[src/shared/e3fo_pkg.sv]
// Constants shared by the E3 G.832 frame overhead block
package e3fo_pkg;

  //////////////////////////////////////////////////////////////////////////
  // Register port
  localparam logic [7:0] ADDR_MODE          = 8'h00;
  localparam logic [7:0] MODE_RESET_VAL     = 8'h00;
  localparam int         MODE_LINE_BIT      = 6;
  localparam int         MODE_SOFT_RST_BIT  = 4;
  localparam int         MODE_FMT_BIT       = 2;

  //////////////////////////////////////////////////////////////////////////
  // Frame geometry
  localparam int         FRAME_ROWS         = 9;
  localparam int         FRAME_COLS         = 60;
  localparam int         SHORT_COLS         = 59;
  localparam int         FIRST_SHORT_ROW    = 6;
  localparam int         FRAME_OCTETS       = 537;
  localparam int         OH_OCTETS          = 7;
  localparam int         PAY_OCTETS         = FRAME_OCTETS - OH_OCTETS;

  // Overhead positions, all in column zero except the second alignment byte
  localparam logic [3:0] ROW_FA             = 4'h0;
  localparam logic [3:0] ROW_EM             = 4'h1;
  localparam logic [3:0] ROW_TR             = 4'h2;
  localparam logic [3:0] ROW_MA             = 4'h3;
  localparam logic [3:0] ROW_NR             = 4'h4;
  localparam logic [3:0] ROW_GC             = 4'h5;
  localparam logic [5:0] COL_FA2            = 6'h01;

  //////////////////////////////////////////////////////////////////////////
  // Overhead values and fields
  localparam logic [7:0] FA1_VAL            = 8'hf6;
  localparam logic [7:0] FA2_VAL            = 8'h28;
  localparam logic [7:0] NR_IDLE            = 8'h00;
  localparam logic [7:0] GC_IDLE            = 8'h00;
  localparam int         MA_FERF_BIT        = 7;
  localparam int         MA_FEBE_BIT        = 6;
  localparam int         TTB_LEN            = 16;
  localparam int         TTB_CHARS          = 15;
  localparam logic [6:0] CRC7_POLY          = 7'h09;
  localparam int         OOF_BAD_FRAMES     = 2;

  //////////////////////////////////////////////////////////////////////////
  // Rates
  localparam int         FRAME_HZ           = 8000;
  localparam int         LINE_KBPS          = 34368;
  localparam int         CLK_KHZ            = 40000;
  localparam int         OCT_KHZ            = LINE_KBPS / 8;
  localparam logic [15:0] OCT_STEP          = 16'(OCT_KHZ);
  localparam logic [15:0] OCT_WRAP          = 16'(CLK_KHZ);

endpackage : e3fo_pkg

[src/verilog/e3fo_crc7.sv]
// One-octet step of the trail trace CRC-7, most significant bit first
`timescale 1ns/10ps
module e3fo_crc7
  import e3fo_pkg::*;
(
  // Running remainder and next octet
  input  wire logic [6:0] i_crc,
  input  wire logic [7:0] i_byte,
  // Updated remainder
  output logic      [6:0] o_crc
);

  logic [6:0] c;
  logic       fb;

  always_comb begin
    c  = i_crc;
    fb = 1'b0;
    for (int i = 7; i >= 0; i--) begin
      fb = c[6] ^ i_byte[i];
      c  = {c[5:0], 1'b0} ^ (fb ? CRC7_POLY : 7'h00);
    end
    o_crc = c;
  end

endmodule : e3fo_crc7

[src/verilog/e3fo_frame_overhead.sv]
// E3 G.832 frame generation, alignment, BIP-8, FEBE/FERF and trail trace
//
// Operation
// - G.832 mode runs when mode bits 6 and 4 are 0 and bit 2 is 1.
// - Octets form 9 rows of 60 columns; last three rows hold 59.
// - Frames repeat 8000 times a second, 34.368 Mbps on the line.
// - Overhead octets are FA1, FA2, EM, TR, MA, NR and GC.
// - FA1 is 0xF6, FA2 is 0x28; receiver hunts both for alignment.
// - Transmit BIP-8 over all 537 octets goes into next frame's EM.
// - BIP-8 bit n is even parity over bit n of every octet.
// - Receiver checks its own BIP-8 against next frame's EM byte.
// - EM mismatch marks frame errored; outbound FEBE bit sent as 1.
// - EM match sends outbound FEBE bit as 0 in MA.
// - Trail trace byte repeats a 16-byte access point identifier.
// - First trail trace byte has its top bit set as start marker.
// - Start byte low seven bits carry CRC-7 of previous 16 bytes.
// - Following 15 trail trace bytes carry ASCII E.164 characters.
// - FEBE occupies bit 6 of the MA byte.
// - FERF (MA bit 7) is 1 during LOS, OOF or AIS, else 0.
`timescale 1ns/10ps
module e3fo_frame_overhead
  import e3fo_pkg::*;
#(
  parameter logic [2:0] PAYLOAD_TYPE  = 3'h1,
  parameter logic       TIMING_MARKER = 1'b0
)
(
  // Clock and reset
  input  wire logic                   i_clk,
  input  wire logic                   i_arst_n,
  // Microprocessor register port
  input  wire logic                   i_reg_wr,
  input  wire logic                   i_reg_rd,
  input  wire logic [7:0]             i_reg_addr,
  input  wire logic [7:0]             i_reg_wdata,
  output logic      [7:0]             o_reg_rdata,
  // Transmit payload and trail trace characters
  input  wire logic [7:0]             i_tx_pay_data,
  output logic                        o_tx_pay_take,
  input  wire logic [8*TTB_CHARS-1:0] i_ttb_chars,
  // Transmit line octets
  output logic      [7:0]             o_tx_data,
  output logic                        o_tx_strobe,
  output logic                        o_tx_sof,
  // Receive line octets and defect pins
  input  wire logic [7:0]             i_rx_data,
  input  wire logic                   i_rx_strobe,
  input  wire logic                   i_rx_los,
  input  wire logic                   i_rx_ais,
  // Receive results
  output logic      [7:0]             o_rx_pay_data,
  output logic                        o_rx_pay_valid,
  output logic                        o_rx_in_frame,
  output logic                        o_rx_bip_err,
  output logic                        o_tx_ferf
);

  ////////////////////////////////////////////////////////////////////////////
  // State

  typedef enum logic [1:0] {RX_SEARCH, RX_FA2, RX_LOCK} e3fo_rx_st_t;

  typedef struct packed {
    logic [7:0]  mode;
    logic [7:0]  rdata;
    logic [15:0] acc;
    logic [3:0]  t_row;
    logic [5:0]  t_col;
    logic [7:0]  t_bip;
    logic [7:0]  t_em;
    logic [3:0]  ttb_idx;
    logic [6:0]  t_crc;
    logic [6:0]  t_crc_last;
    logic [7:0]  tx_data;
    logic        tx_strobe;
    logic        tx_sof;
    logic        pay_take;
    logic [2:0]  los_q;
    logic [2:0]  ais_q;
    logic        los_s;
    logic        ais_s;
    e3fo_rx_st_t rx_st;
    logic [3:0]  r_row;
    logic [5:0]  r_col;
    logic [7:0]  r_bip;
    logic [7:0]  r_em_ref;
    logic        r_em_ok;
    logic        r_fa_bad;
    logic [1:0]  bad_cnt;
    logic        febe;
    logic        ferf;
    logic [7:0]  rx_pay;
    logic        rx_pay_v;
    logic        bip_err;
    logic        in_frame;
  } e3fo_st_t;

  e3fo_st_t st_reg;
  e3fo_st_t st_next;

  logic [6:0] crc_in;
  logic [7:0] crc_byte;
  logic [6:0] crc_out;

  ////////////////////////////////////////////////////////////////////////////
  // Helpers

  function automatic logic last_col(input logic [3:0] row,
                                    input logic [5:0] col);
    if (row >= 4'(FIRST_SHORT_ROW))
      last_col = (col == 6'(SHORT_COLS - 1));
    else
      last_col = (col == 6'(FRAME_COLS - 1));
  endfunction : last_col

  function automatic logic is_oh(input logic [3:0] row,
                                 input logic [5:0] col);
    is_oh = ((col == 6'h00) && (row <= ROW_GC)) ||
            ((row == ROW_FA) && (col == COL_FA2));
  endfunction : is_oh

  e3fo_crc7 u_crc7 (
    .i_crc  (crc_in),
    .i_byte (crc_byte),
    .o_crc  (crc_out)
  );

  ////////////////////////////////////////////////////////////////////////////
  // Next state

  always_comb begin
    logic        g832;
    logic        oct_en;
    logic [15:0] acc_sum;
    logic [7:0]  tb;
    logic [7:0]  ma;
    logic [7:0]  trail_trace_byte;
    logic [7:0]  rsum;
    logic        frame_bad;
    logic        t_last;
    logic        r_last;

    st_next   = st_reg;
    g832      = 1'b0;
    oct_en    = 1'b0;
    acc_sum   = 16'h0000;
    tb        = 8'h00;
    ma        = 8'h00;
    trail_trace_byte       = 8'h00;
    rsum      = 8'h00;
    frame_bad = 1'b0;
    t_last    = 1'b0;
    r_last    = 1'b0;
    crc_in    = 7'h00;
    crc_byte  = 8'h00;

    st_next.tx_strobe = 1'b0;
    st_next.tx_sof    = 1'b0;
    st_next.pay_take  = 1'b0;
    st_next.rx_pay_v  = 1'b0;
    st_next.bip_err   = 1'b0;

    // Register port
    if (i_reg_wr && (i_reg_addr == ADDR_MODE)) begin
      st_next.mode = i_reg_wdata;
    end
    if (i_reg_rd) begin
      st_next.rdata = (i_reg_addr == ADDR_MODE) ? st_reg.mode : 8'h00;
    end

    g832 = !st_reg.mode[MODE_LINE_BIT] && st_reg.mode[MODE_FMT_BIT] &&
           !st_reg.mode[MODE_SOFT_RST_BIT];

    // Defect pins, three-stage synchronisers
    st_next.los_q = {st_reg.los_q[1:0], i_rx_los};
    st_next.ais_q = {st_reg.ais_q[1:0], i_rx_ais};
    if (st_reg.los_q[1] == st_reg.los_q[2]) begin
      st_next.los_s = st_reg.los_q[2];
    end
    if (st_reg.ais_q[1] == st_reg.ais_q[2]) begin
      st_next.ais_s = st_reg.ais_q[2];
    end
    st_next.ferf = st_reg.los_s || st_reg.ais_s ||
                   (st_reg.rx_st != RX_LOCK);

    // Octet rate divider, fractional
    acc_sum = st_reg.acc + OCT_STEP;
    if (acc_sum >= OCT_WRAP) begin
      oct_en      = 1'b1;
      st_next.acc = acc_sum - OCT_WRAP;
    end else begin
      st_next.acc = acc_sum;
    end

    //////////////////////////////////////////////////////////////////////////
    // Transmit
    ma = {st_reg.ferf, st_reg.febe, PAYLOAD_TYPE, 2'b00, TIMING_MARKER};
    if (st_reg.ttb_idx == 4'h0) begin
      trail_trace_byte = {1'b1, st_reg.t_crc_last};
    end else begin
      trail_trace_byte = i_ttb_chars[8*(int'(st_reg.ttb_idx)-1) +: 8];
    end

    if (!g832) begin
      st_next.t_row   = 4'h0;
      st_next.t_col   = 6'h00;
      st_next.t_bip   = 8'h00;
      st_next.ttb_idx = 4'h0;
      st_next.t_crc   = 7'h00;
    end else if (oct_en) begin
      if (st_reg.t_col == 6'h00) begin
        case (st_reg.t_row)
          ROW_FA:  tb = FA1_VAL;
          ROW_EM:  tb = st_reg.t_em;
          ROW_TR:  tb = trail_trace_byte;
          ROW_MA:  tb = ma;
          ROW_NR:  tb = NR_IDLE;
          ROW_GC:  tb = GC_IDLE;
          default: tb = i_tx_pay_data;
        endcase
      end else if ((st_reg.t_row == ROW_FA) && (st_reg.t_col == COL_FA2)) begin
        tb = FA2_VAL;
      end else begin
        tb = i_tx_pay_data;
      end
      st_next.pay_take  = !is_oh(st_reg.t_row, st_reg.t_col);
      st_next.tx_data   = tb;
      st_next.tx_strobe = 1'b1;
      st_next.tx_sof    = (st_reg.t_row == ROW_FA) && (st_reg.t_col == 6'h00);

      // Trail trace CRC over the sixteen bytes as sent
      if ((st_reg.t_col == 6'h00) && (st_reg.t_row == ROW_TR)) begin
        crc_in          = (st_reg.ttb_idx == 4'h0) ? 7'h00 : st_reg.t_crc;
        crc_byte        = tb;
        st_next.t_crc   = crc_out;
        st_next.ttb_idx = st_reg.ttb_idx + 4'h1;
        if (st_reg.ttb_idx == 4'(TTB_LEN - 1)) begin
          st_next.t_crc_last = crc_out;
        end
      end

      // BIP-8 and position
      t_last = (st_reg.t_row == 4'(FRAME_ROWS - 1)) &&
               last_col(st_reg.t_row, st_reg.t_col);
      if (t_last) begin
        st_next.t_em  = st_reg.t_bip ^ tb;
        st_next.t_bip = 8'h00;
        st_next.t_row = 4'h0;
        st_next.t_col = 6'h00;
      end else begin
        st_next.t_bip = st_reg.t_bip ^ tb;
        if (last_col(st_reg.t_row, st_reg.t_col)) begin
          st_next.t_row = st_reg.t_row + 4'h1;
          st_next.t_col = 6'h00;
        end else begin
          st_next.t_col = st_reg.t_col + 6'h01;
        end
      end
    end

    //////////////////////////////////////////////////////////////////////////
    // Receive
    if (!g832) begin
      st_next.rx_st = RX_SEARCH;
    end else if (i_rx_strobe) begin
      case (st_reg.rx_st)
        RX_SEARCH: begin
          if (i_rx_data == FA1_VAL) begin
            st_next.rx_st = RX_FA2;
          end
        end
        RX_FA2: begin
          if (i_rx_data == FA2_VAL) begin
            st_next.rx_st    = RX_LOCK;
            st_next.r_row    = ROW_FA;
            st_next.r_col    = COL_FA2 + 6'h01;
            st_next.r_bip    = FA1_VAL ^ FA2_VAL;
            st_next.r_em_ok  = 1'b0;
            st_next.r_fa_bad = 1'b0;
            st_next.bad_cnt  = 2'h0;
          end else if (i_rx_data != FA1_VAL) begin
            st_next.rx_st = RX_SEARCH;
          end
        end
        RX_LOCK: begin
          rsum = st_reg.r_bip ^ i_rx_data;
          if ((st_reg.r_row == ROW_FA) &&
              (((st_reg.r_col == 6'h00) && (i_rx_data != FA1_VAL)) ||
               ((st_reg.r_col == COL_FA2) && (i_rx_data != FA2_VAL)))) begin
            st_next.r_fa_bad = 1'b1;
          end
          if ((st_reg.r_row == ROW_EM) && (st_reg.r_col == 6'h00) &&
              st_reg.r_em_ok) begin
            st_next.febe    = (i_rx_data != st_reg.r_em_ref);
            st_next.bip_err = (i_rx_data != st_reg.r_em_ref);
          end
          if (!is_oh(st_reg.r_row, st_reg.r_col)) begin
            st_next.rx_pay   = i_rx_data;
            st_next.rx_pay_v = 1'b1;
          end
          r_last = (st_reg.r_row == 4'(FRAME_ROWS - 1)) &&
                   last_col(st_reg.r_row, st_reg.r_col);
          if (r_last) begin
            st_next.r_em_ref = rsum;
            st_next.r_em_ok  = 1'b1;
            st_next.r_bip    = 8'h00;
            st_next.r_row    = 4'h0;
            st_next.r_col    = 6'h00;
            st_next.r_fa_bad = 1'b0;
            frame_bad        = st_reg.r_fa_bad;
            if (frame_bad) begin
              st_next.bad_cnt = st_reg.bad_cnt + 2'h1;
              if (st_reg.bad_cnt == 2'(OOF_BAD_FRAMES - 1)) begin
                st_next.rx_st = RX_SEARCH;
              end
            end else begin
              st_next.bad_cnt = 2'h0;
            end
          end else begin
            st_next.r_bip = rsum;
            if (last_col(st_reg.r_row, st_reg.r_col)) begin
              st_next.r_row = st_reg.r_row + 4'h1;
              st_next.r_col = 6'h00;
            end else begin
              st_next.r_col = st_reg.r_col + 6'h01;
            end
          end
        end
        default: st_next.rx_st = RX_SEARCH;
      endcase
    end
    st_next.in_frame = (st_next.rx_st == RX_LOCK);
  end

  ////////////////////////////////////////////////////////////////////////////
  // Registers

  always_ff @(posedge i_clk or negedge i_arst_n) begin
    if (!i_arst_n) begin
      st_reg      <= '0;
      st_reg.mode <= MODE_RESET_VAL;
    end else begin
      st_reg <= st_next;
    end
  end

  ////////////////////////////////////////////////////////////////////////////
  // Outputs

  assign o_reg_rdata    = st_reg.rdata;
  assign o_tx_pay_take  = st_reg.pay_take;
  assign o_tx_data      = st_reg.tx_data;
  assign o_tx_strobe    = st_reg.tx_strobe;
  assign o_tx_sof       = st_reg.tx_sof;
  assign o_rx_pay_data  = st_reg.rx_pay;
  assign o_rx_pay_valid = st_reg.rx_pay_v;
  assign o_rx_in_frame  = st_reg.in_frame;
  assign o_rx_bip_err   = st_reg.bip_err;
  assign o_tx_ferf      = st_reg.ferf;

endmodule : e3fo_frame_overhead

[config.mk]
export PLATFORM = sky130hd
export DESIGN_NAME = e3fo_frame_overhead
export DESIGN_NICKNAME = d
export VERILOG_FILES = /design/src/shared/e3fo_pkg.sv /design/src/verilog/e3fo_crc7.sv /design/src/verilog/e3fo_frame_overhead.sv
export SDC_FILE = /design/constraint.sdc
export NUM_CORES = 1
export LEC_CHECK = 0
export BUFFER_PORTS_ARGS = -buffer_cell sky130_fd_sc_hd__buf_2
export CAP_MARGIN = 20
export CORE_UTILIZATION = 40
export DETAILED_ROUTE_END_ITERATION = 8
export GPL_TIMING_DRIVEN = 0
export SLEW_MARGIN = 20
export SYNTH_ARGS = -nofsm -noshare
export SYNTH_HDL_FRONTEND = slang
export SYNTH_SLANG_ARGS = --single-unit
[constraint.sdc]
create_clock -name i_clk -period 4.65 [get_ports i_clk]
set_input_delay 0.93 -clock i_clk [delete_from_list [all_inputs] [get_ports i_clk]]
set_output_delay 0.93 -clock i_clk [all_outputs]
set_load 0.01 [all_outputs]
### After elaboration in Yosys (flattened, before gate mapping)

Index checks and enable logic that the tools add are counted.

| cells by class | value |
|---|---|
| $add $sub $neg | 9 |
| $lt $le $gt $ge | 5 |
| equal/unequal tests | 34 |
| shift-type cells | 1 |
| multiplexer cells | 75 |
| bitwise logic cells | 19 |
| reductions and logical operators | 45 |

Operators with widths:

| kind | number |
|---|---|
| 120-bit by 8-bit indexed part select with 8-bit output | 1 |
| 18-bit 2-to-1 mux | 5 |
| 8-bit 2-to-1 mux | 11 |
| 7-bit XOR | 8 |
| 55-bit 2-to-1 mux | 1 |
| 4-bit 2-to-1 mux | 11 |
| 8-bit one-hot mux with 5 select lines | 1 |
| 18-bit one-hot mux with 2 select lines | 1 |
| 7-bit 2-to-1 mux | 5 |
| 33-bit 2-to-1 mux | 1 |
| 6-bit == test (second input constant) | 4 |
| 2-bit 2-to-1 mux | 11 |
| 1-bit 2-to-1 mux | 20 |
| 4-bit AND reduction | 5 |
| 16-bit by 13-bit adder with 16-bit output (second input constant) | 1 |
| 16-bit greater-or-equal comparator (second input constant) | 1 |
| 1-bit logical AND | 16 |
| 16-bit 2-to-1 mux | 1 |
| 16-bit subtractor (second input constant) | 1 |
| 8-bit XOR | 2 |
| 5-bit AND reduction | 3 |
| 4-bit by 1-bit adder with 4-bit output (second input constant) | 3 |
| 6-bit by 1-bit adder with 6-bit output (second input constant) | 2 |
| 4-bit == test (second input constant) | 3 |
| 38 further kinds | 70 |

| storage, ports and cells | value |
|---|---|
| bits in registers | 140 |
| input port bits | 159 |
| output and inout port bits | 31 |
| word-level logic and storage cells | 220 |

### Depth between registers and ports, before layout

Gate-level depths: netlist of run 1.

| depth | value |
|---|---|
| depth in word-level cells | 38 |
| gate-level depth with buffers | 14 |
| depth with buffers taken out | 13 |

### Modules after synthesis

From an unflattened synthesis of run 1, not the netlist that was laid out.

| second synthesis, totals | value |
|---|---|
| cells, all modules | 894 |
| area total of the unflattened synthesis | 8680.8 µm² |

By module, submodules not included:

| module | instances | cells an instance | area an instance (µm²) | seq. area each (µm²) |
|---|---|---|---|---|
| e3fo_frame_overhead | 1 | 878 | 8449.4 | 3428.3 |
| e3fo_crc7 | 1 | 16 | 231.5 | 0.0 |

### Worst setup path before layout of run 1

OpenSTA, ideal clock, no wires.

| timing path | value |
|---|---|
| kind | register to register |
| start point | reg st_reg[78] (netlist name) |
| end point | reg st_reg[75] (netlist name) |
| setup time | 69 ps |
| arrival | 3533 ps |
| data required time | 4581 ps |
| path slack | 1048 ps |
| stages on the path, launching flop included | 13 |
| buffers on the path | 3 |
| period minus slack after synthesis | 3602 ps |
| cells stage by stage | dfrtp_1 -> buf_2 -> inv_1 -> ha_1 -> buf_2 -> clkbuf_1 -> mux4_2 -> mux4_2 -> nand3_1 -> nand3_1 -> xor2_2 -> or4_1 -> nand3_1 |

| between the ends | value |
|---|---|
| word-level cells in the longest chain between the ends | 23 |
| elaborated cells between the ends (all ways) | 32 |
| classes of those cells | add/sub: 1; shift: 1; mux: 18; bitwise: 11; reduce/logical: 1 |

RTL lines:

| what | line | source |
|---|---|---|
| start, declared | e3fo_frame_overhead.sv:98 | `e3fo_st_t st_reg;` |
| start signal, assigned | e3fo_frame_overhead.sv:343 | `st_reg <= st_next;` |
| 4-bit by 1-bit subtractor with 5-bit output | e3fo_frame_overhead.sv:201 | `trail_trace_byte = i_ttb_chars[8*(int'(st_reg.ttb_idx)-1) +: 8];` |
| 120-bit by 8-bit indexed part select with 8-bit output | e3fo_frame_overhead.sv:201 |  |
| 8-bit 2-to-1 mux | e3fo_frame_overhead.sv:198 | `if (st_reg.ttb_idx == 4'h0) begin` |
| 8-bit one-hot mux with 5 select lines | e3fo_frame_overhead.sv:212 | `case (st_reg.t_row)` |
| 8-bit 2-to-1 mux | e3fo_frame_overhead.sv:211 | `if (st_reg.t_col == 6'h00) begin` |
| 8-bit 2-to-1 mux | e3fo_frame_overhead.sv:210 | `end else if (oct_en) begin` |
| 8-bit 2-to-1 mux | e3fo_frame_overhead.sv:204 | `if (!g832) begin` |
| 8-bit 2-to-1 mux | e3fo_frame_overhead.sv:232 | `if ((st_reg.t_col == 6'h00) && (st_reg.t_row == ROW_TR)) begin` |
| [3 not listed] | -- |  |
| 4-bit 2-to-1 mux | e3fo_crc7.sv:21 | `c = {c[5:0], 1'b0} ^ (fb ? CRC7_POLY : 7'h00);` |
| 7-bit XOR (4 in a row) | e3fo_crc7.sv:21 |  |
| 1-bit XOR | e3fo_crc7.sv:20 | `fb = c[6] ^ i_byte[i];` |
| 4-bit 2-to-1 mux | e3fo_crc7.sv:21 |  |
| 7-bit XOR (*) (2 in a row) | e3fo_crc7.sv:21 |  |
| 18-bit 2-to-1 mux (*) | e3fo_frame_overhead.sv:232 |  |
| 55-bit 2-to-1 mux (*) | e3fo_frame_overhead.sv:210 |  |
| 11-bit 2-to-1 mux (*) | e3fo_frame_overhead.sv:204 |  |

Every way passes the cells marked *; elsewhere a longest branch is shown, timed or not. The select of a mux whose other input is x is not followed.
A chain may end at the register's enable or synchronous reset.

### Worst setup path in the final report of run 1

| timing path | value |
|---|---|
| start point | reg st_reg[78] (netlist name) |
| end point | reg st_reg[76] (netlist name) |

| between the ends | value |
|---|---|
| word-level cells in the longest chain between the ends | 24 |
| elaborated cells between the ends (all ways) | 32 |
| classes of those cells | add/sub: 1; shift: 1; mux: 18; bitwise: 11; reduce/logical: 1 |

RTL lines:

| what | line |
|---|---|
| 4-bit by 1-bit subtractor with 5-bit output | e3fo_frame_overhead.sv:201 |
| 120-bit by 8-bit indexed part select with 8-bit output | e3fo_frame_overhead.sv:201 |
| 8-bit 2-to-1 mux | e3fo_frame_overhead.sv:198 |
| 8-bit one-hot mux with 5 select lines | e3fo_frame_overhead.sv:212 |
| 8-bit 2-to-1 mux | e3fo_frame_overhead.sv:211 |
| 8-bit 2-to-1 mux | e3fo_frame_overhead.sv:210 |
| 8-bit 2-to-1 mux | e3fo_frame_overhead.sv:204 |
| 8-bit 2-to-1 mux | e3fo_frame_overhead.sv:232 |
| [3 not listed] | -- |
| 4-bit 2-to-1 mux | e3fo_crc7.sv:21 |
| 7-bit XOR (4 in a row) | e3fo_crc7.sv:21 |
| 1-bit XOR | e3fo_crc7.sv:20 |
| 4-bit 2-to-1 mux | e3fo_crc7.sv:21 |
| 7-bit XOR (*) (3 in a row) | e3fo_crc7.sv:21 |
| 18-bit 2-to-1 mux (*) | e3fo_frame_overhead.sv:232 |
| 55-bit 2-to-1 mux (*) | e3fo_frame_overhead.sv:210 |
| 11-bit 2-to-1 mux (*) | e3fo_frame_overhead.sv:204 |

Marked as above.

==> reports/results.tsv, run 1 <==
metric	value	unit
ant_nets	0	
outcome	completed	
combPwrFrac	6.6	%
core	0.0213	sq mm
track_usage	22.3	%
die-area	0.0226	sq mm
cap_violations	0	
ys.flop_type	dfrtp_1	
max_slew_margin	49.8	%
worstMarginPinSlew	0.735	ns
worst_hold_slack	0.350	ns
instances_no_fill	1412	
grtUsageMet2	38.2	%
ys_seq_area_share	39.0	%
cts_sinks	137	
fin_crit_sh	90.3	%
vias_per_cell	5.37	
syn-instance-count	923	
synth-edff-count	0	
grt_util_met3	4.82	%
initial_core_util	41.3	%
cts_buffers	17	
syn_nets	1103	
worst-endpoint-required	4.93	ns
power_leakage	5.00	nW
clk_pin_slew	0.06	ns
endpoint_kind	flop	
final_hold_viol_count	0	
worst_path_max_delay_cell	mux4_2	
drt_iter0_markers	339	
cts_hold_buf	0	
drive_gt1_share	28.1	%
synth.distinct_cells	88	
rsz0062_at_grt	no	
p_per_area	270	mW/mm^2
cp_cell_sequence	buf_2 -> inv_1 -> ha_1 -> buf_2 -> nor2b_1 -> o2bb2ai_1 -> mux4_2 -> a221o_1 -> o21ai_1 -> a21oi_1 -> xor2_1 -> xnor2_1 -> a21oi_1	
route.final.wire_length	24400	um
yosysWarningCount	0	
power.share.clock	51.4	%
power.switching	663	uW
hp-class	reg2reg	
vias	7587	
die_w	150	um
swShare	22.9	%
wl_per_cell	17.3	um
max_freq	238	MHz
cts-root-buf	clkbuf_16	
ys_ff_latch	137	
hpwl	18300	um
antenna_found_initial	0	
fin_nets	1304	
antennaDiodeCount	0	
grt_pass1_wl	38500	um
avgSynthCellArea	9.53	sq um
setup_viol_count_final	0	
setup_slack	0.451	ns
clock_latency	0.43	ns
fin_util	50.4	%
slew_viol_final	0	
h-tree-depth	4	
synth_most_common_cell	dfrtp_1	
ios	190	
period_needed	4.20	ns
dp.cells	1381	
synthTopCellsByCount	dfrtp_1 (137), nand2_1 (111), nor2_1 (68)	
synth_top_area_cell	dfrtp_1	
synth_top_area_share	39.0	%
p_int	2.23	mW
firstDrtPassIters	5	
critPathLaunchType	flop	
crit_family	buffers and inverters	
grt_max_degree	88	
grt_pass1_vias	7472	
overflow	0	
cts_tree	yes	
cp_max_fo	19	
arrival	4.48	ns
synth_area_leaders	dfrtp_1 (39%), mux4_2 (6.1%), nand2_1 (4.7%)	
skew	0.0105	ns
cts_buffer_depth	2	
top_usage_layer	met2	
drc	0	
syn2layout_area_growth	22.1	%
rows	53	
portBuffers	182	
gr-usage-met1	26.9	%
largest_reg_flops	102	
die_height	150	um
r2r_slack	0.45	ns
syn-cell-area	0.00879	sq mm
vdd_ir_drop_max	278	uV
synth-async-reset-ratio	100	%
cp.buffers_inverters	3	
p_seq_share	42.1	%
dp_slack	-0.00315	ns
place.gp.congestion	0.848	
fin_tns_setup	0	ns
crit_type	reg2reg	
cpPeakStageDelay	0.60	ns
==> cell type report <==
class / instances / area [sq um]
buffer: 70 / 393
clock buffer: 18 / 439
clock inverter: 14 / 209
fill: 2019 / 10500
inverter: 45 / 169
multi-input combinational: 670 / 4810
sequential: 137 / 3430
tap: 275 / 344
timing repair buffer: 183 / 948
==> worst reg2reg max path, cell delays in order, from the launching register on <==
cell	delay [ns]
dfrtp_1	0.46
buf_2	0.34
inv_1	0.19
ha_1	0.32
buf_2	0.39
nor2b_1	0.22
o2bb2ai_1	0.18
mux4_2	0.60
a221o_1	0.39
o21ai_1	0.13
a21oi_1	0.09
xor2_1	0.39
xnor2_1	0.24
a21oi_1	0.13
==> cell usage in the layout, fill, tap and decap left out, types with 4 or more instances in the layout <==
master / count
buf_2: 191
dfrtp_1: 137
nand2_1: 111
nor2_1: 68
o21ai_0: 52
a21oi_1: 49
inv_1: 44
xnor2_1: 36
nand3_1: 30
xor2_1: 29
clkbuf_1: 29
buf_4: 27
mux4_2: 24
mux2i_1: 21
ha_1: 21
mux2_2: 17
clkbuf_16: 17
a31oi_1: 14
nor3_1: 14
o22ai_1: 12
a211oi_1: 9
nor2b_1: 9
and3_1: 8
and2_1: 8
nor4_1: 7
or3_1: 7
nand4_1: 7
o21ai_1: 7
o21a_1: 6
nand2b_1: 5
o31ai_1: 5
inv_6: 5
a211o_1: 4
a22o_1: 4
a21o_1: 4
bufinv_16: 4
==> power groups by stage <==
stage	sequential (mW)	combinational [mW]	clock, mW
after floorplan	1.24	0.0705	0
after global placement	1.24	0.186	0
after detailed placement	1.24	0.192	0
after CTS	1.22	0.193	1.51
after global routing	1.22	0.212	1.58
final	1.22	0.190	1.49
==> worst paths after layout <==
kind | from | to | cells past startpoint
min in group asynchronous | i_arst_n | st_reg[139] | 1
max in group asynchronous | i_arst_n | st_reg[81] | 2
max | st_reg[78] | st_reg[76] | 13
max reg2reg | st_reg[78] | st_reg[76] | 13
min reg2reg | st_next[51] | st_next[52] | 0
min | st_next[51] | st_next[52] | 0
==> repair_timing <==
action | 4_1_cts | 5_1_grt
resized for setup | 1 | 0
endpoints found under the setup margin | 2 | 2
buffers inserted | 0 | 0
==> cells by family after synthesis <==
group	after synthesis	synth area share, %
AND/OR/NAND/NOR	303	17.1
AO/OA/AOI/OAI	212	16.0
flip-flops	137	39.0
buffers and inverters	116	6.42
XOR/XNOR	68	7.16
multiplexers	64	11.2
adder cells (fa/ha/maj)	23	3.22
==> per-stage QoR <==
step           power, mW  cell area (sq um)
4_1_cts             2.92              10700
2_1_floorplan       1.31               8790
3_3_place_gp        1.43              10000
6_report            2.89              10700
3_5_place_dp        1.43              10100
5_1_grt             3.01              10700
==> metal layers <==
layer,up-vias,wire (um)
li1,3685,-
met1,3648,10400
met2,213,11900
met3,41,1360
met4,0,767
met5,-,0
(Power assumes the default switching activity.)
==> inputs of run 2 (changes only) <==
- CELL_PAD_IN_SITES_DETAIL_PLACEMENT: not set -> 0
- CELL_PAD_IN_SITES_GLOBAL_PLACEMENT: not set -> 1
- PLACE_DENSITY_LB_ADDON: not set -> 0.1
==> run 2 against run 1 <==
  * Hold slack got worse by 0.0027 ns
  * Clock skew rose by 0.0018 ns
  * Cell count barely moved
  * Clock-buffer cell count rose by 1
  * Sequential cell count did not move
  * Non-clock buffer count rose by 1
  * Sequential share of layout area rose by 0.17 points
  * Cell area fell by 0.52%
  * Power fell by 4.8%
  * Global-route usage rose by 0.077 points
  * Critical endpoint unchanged
==> reports/results.tsv, run 2 (same netlist as run 1, synthesis figures left out) <==
metric	value	unit	change
swShare	24.4	%	+1.5 points
arrival	4.51	ns	+0.03 ns
core	0.0213	sq mm	unchanged
rsz0062_at_grt	no		
cts-root-buf	clkbuf_16		
outcome	completed		
ff_latch_area	0.00343	sq mm	unchanged
die-area	0.0226	sq mm	unchanged
setup_viol_count_final	0		unchanged
vdd_ir_drop_max	275	uV	-1.1%
portBuffers	182		unchanged
antenna_found_initial	0		unchanged
grt_pass1_vias	7297		-2.3%
max_slew_margin	43.1	%	-6.6 points
p_int	2.08	mW	-6.6%
slew_viol_final	0		unchanged
die_w	150	um	unchanged
fin_crit_sh	90.9	%	+0.62 points
power_leakage	4.97	nW	-0.61%
multi_input_area	0.00481	sq mm	unchanged
die_height	150	um	unchanged
r2r-start	st_reg[78]		
cap_violations	0		unchanged
cpPeakStageDelay	0.46	ns	-0.14 ns
grt_max_degree	77		-13%
cts_tree	yes		
ios	190		unchanged
worst-endpoint-required	4.93	ns	about the same
overflow	0		unchanged
rows	53		unchanged
mostFrequentLayoutCell	buf_2		
critPathLaunchType	flop		
p_seq_share	44.2	%	+2.1 points
antennaDiodeCount	0		unchanged
cts_buffers	17		unchanged
p_per_area	258	mW/mm^2	-4.3%
cp_cell_sequence	buf_2 -> inv_1 -> ha_1 -> buf_2 -> clkbuf_2 -> clkbuf_2 -> a221oi_1 -> nor3_1 -> o221ai_1 -> a21oi_1 -> o22ai_2 -> xor2_1 -> xnor2_1 -> a21oi_1		
fin_tns_setup	0	ns	unchanged
track_usage	22.3	%	+0.077 points
cp_max_fo	10		-9
largest_reg_flops	102		unchanged
worst_path_max_delay_cell	dfrtp_1		
cts_hold_buf	0		unchanged
cts_sinks	137		unchanged
endpoint_kind	flop		
drive_gt1_share	28.1	%	+0.063 points
clock_latency	0.43	ns	about the same
cts_buffer_depth	2		unchanged
dp.cells	1381		unchanged
fin_nets	1305		+0.077%
h-tree-depth	4		unchanged
skew	0.0124	ns	+0.00183 ns
worst_hold_slack	0.348	ns	-0.00269 ns
power.switching	673	uW	+1.5%
initial_core_util	41.3	%	unchanged
firstDrtPassIters	5		unchanged
clk_pin_slew	0.07	ns	about the same
layout_common_cells	buf_2 (191), dfrtp_1 (137), nand2_1 (111)		
grt_pass1_wl	38800	um	+0.82%
max_freq	237	MHz	-0.68%
power.share.clock	49.2	%	-2.2 points
hp-class	reg2reg		
drc	0		unchanged
syn2layout_area_growth	21.5	%	
cp.buffers_inverters	5		+2
period_needed	4.23	ns	+0.0288 ns
place.gp.congestion	0.843		-0.61%
hpwl	18300	um	+0.16%
worstMarginPinSlew	0.850	ns	+0.115 ns
fill_cells	2021		+0.099%
wl_per_cell	17.1	um	-1.2%
route.final.wire_length	24100	um	-1.2%
vias_per_cell	5.32		-0.94%
ant_nets	0		unchanged
drt_iter0_markers	376		+11%
combPwrFrac	6.7	%	about the same
final_hold_viol_count	0		unchanged
instances_no_fill	1413		+0.071%
startpoint	st_reg[78]		
min_from	st_next[51]		
fin_util	50.2	%	-0.26 points
vias	7521		-0.87%
crit_family	buffers and inverters		
crit_type	reg2reg		
-- run 2: changes by cell type in the layout (fill, tap and decap cells not counted) --
cell / delta
bufinv_16: -3
clkinvlp_4: +2
clkbuf_2: +1
clkbuf_8: +1
-- run 2: path summary, 6_finish.rpt --
path | endpoint | cells past startpoint | slack [ns]
worst min-delay path | st_next[52] | 0 | 0.35
worst min register to register | st_next[52] | 0 | 0.35
min in group asynchronous | st_reg[66] | 1 | 0.44
worst max register to register | st_reg[76] | 14 | 0.42
max in group asynchronous | st_reg[44] | 2 | 3.47
worst max-delay path | st_reg[76] | 14 | 0.42
-- run 2: per-stage QoR --
stage	worst slack, ns	power, mW	instance area, sq um
2_1_floorplan	1.05	1.31	8790
3_3_place_gp	0.147	1.42	10000
3_5_place_dp	0.109	1.43	10100
4_1_cts	0.0808	2.79	10700
5_1_grt	0.0443	2.87	10700
6_report	0.422	2.76	10700
-- run 2: power by group through the flow --
stage	clock network (mW)	registers, mW	logic (mW)
2_1_floorplan	0	1.24	0.0705
3_3_place_gp	0	1.24	0.179
3_5_place_dp	0	1.24	0.186
4_1_cts	1.38	1.22	0.187
5_1_grt	1.44	1.22	0.206
6_report	1.36	1.22	0.183
-- run 2: final cells by class --
cell class | instances | share of cell area, %
repair buffers | 183 | 8.88
inverters | 45 | 1.58
plain buffers | 71 | 3.72
flip-flops and latches | 137 | 32.1
clock inverters | 13 | 1.25
multi-input cells | 670 | 45.0
clock buffers | 19 | 4.24
well taps | 275 | 3.22
-- run 2: timing repair --
item | 4_1_cts | 5_1_grt
gates resized for setup | 0 | 4
setup buffers | 0 | 0
setup endpoints to repair | 0 | 9
-- run 2: worst register-to-register path, cell delays in order, from the launching register on --
cell and delay, ns:
dfrtp_1 0.46, buf_2 0.34, inv_1 0.19, ha_1 0.32, buf_2 0.19, clkbuf_2 0.27, clkbuf_2 0.28, a221oi_1 0.31
nor3_1 0.09, o221ai_1 0.28, a21oi_1 0.13, o22ai_2 0.39, xor2_1 0.44, xnor2_1 0.26, a21oi_1 0.13
-- run 2: per-layer routing --
layer | routed length, um | up-vias | global-route usage, %
met4 | 366 | 0 | 6.52
li1 | - | 3706 | -
met5 | 0 | - | 0
met3 | 1090 | 25 | 3.70
met1 | 11300 | 3605 | 31.0
met2 | 11300 | 185 | 35.6
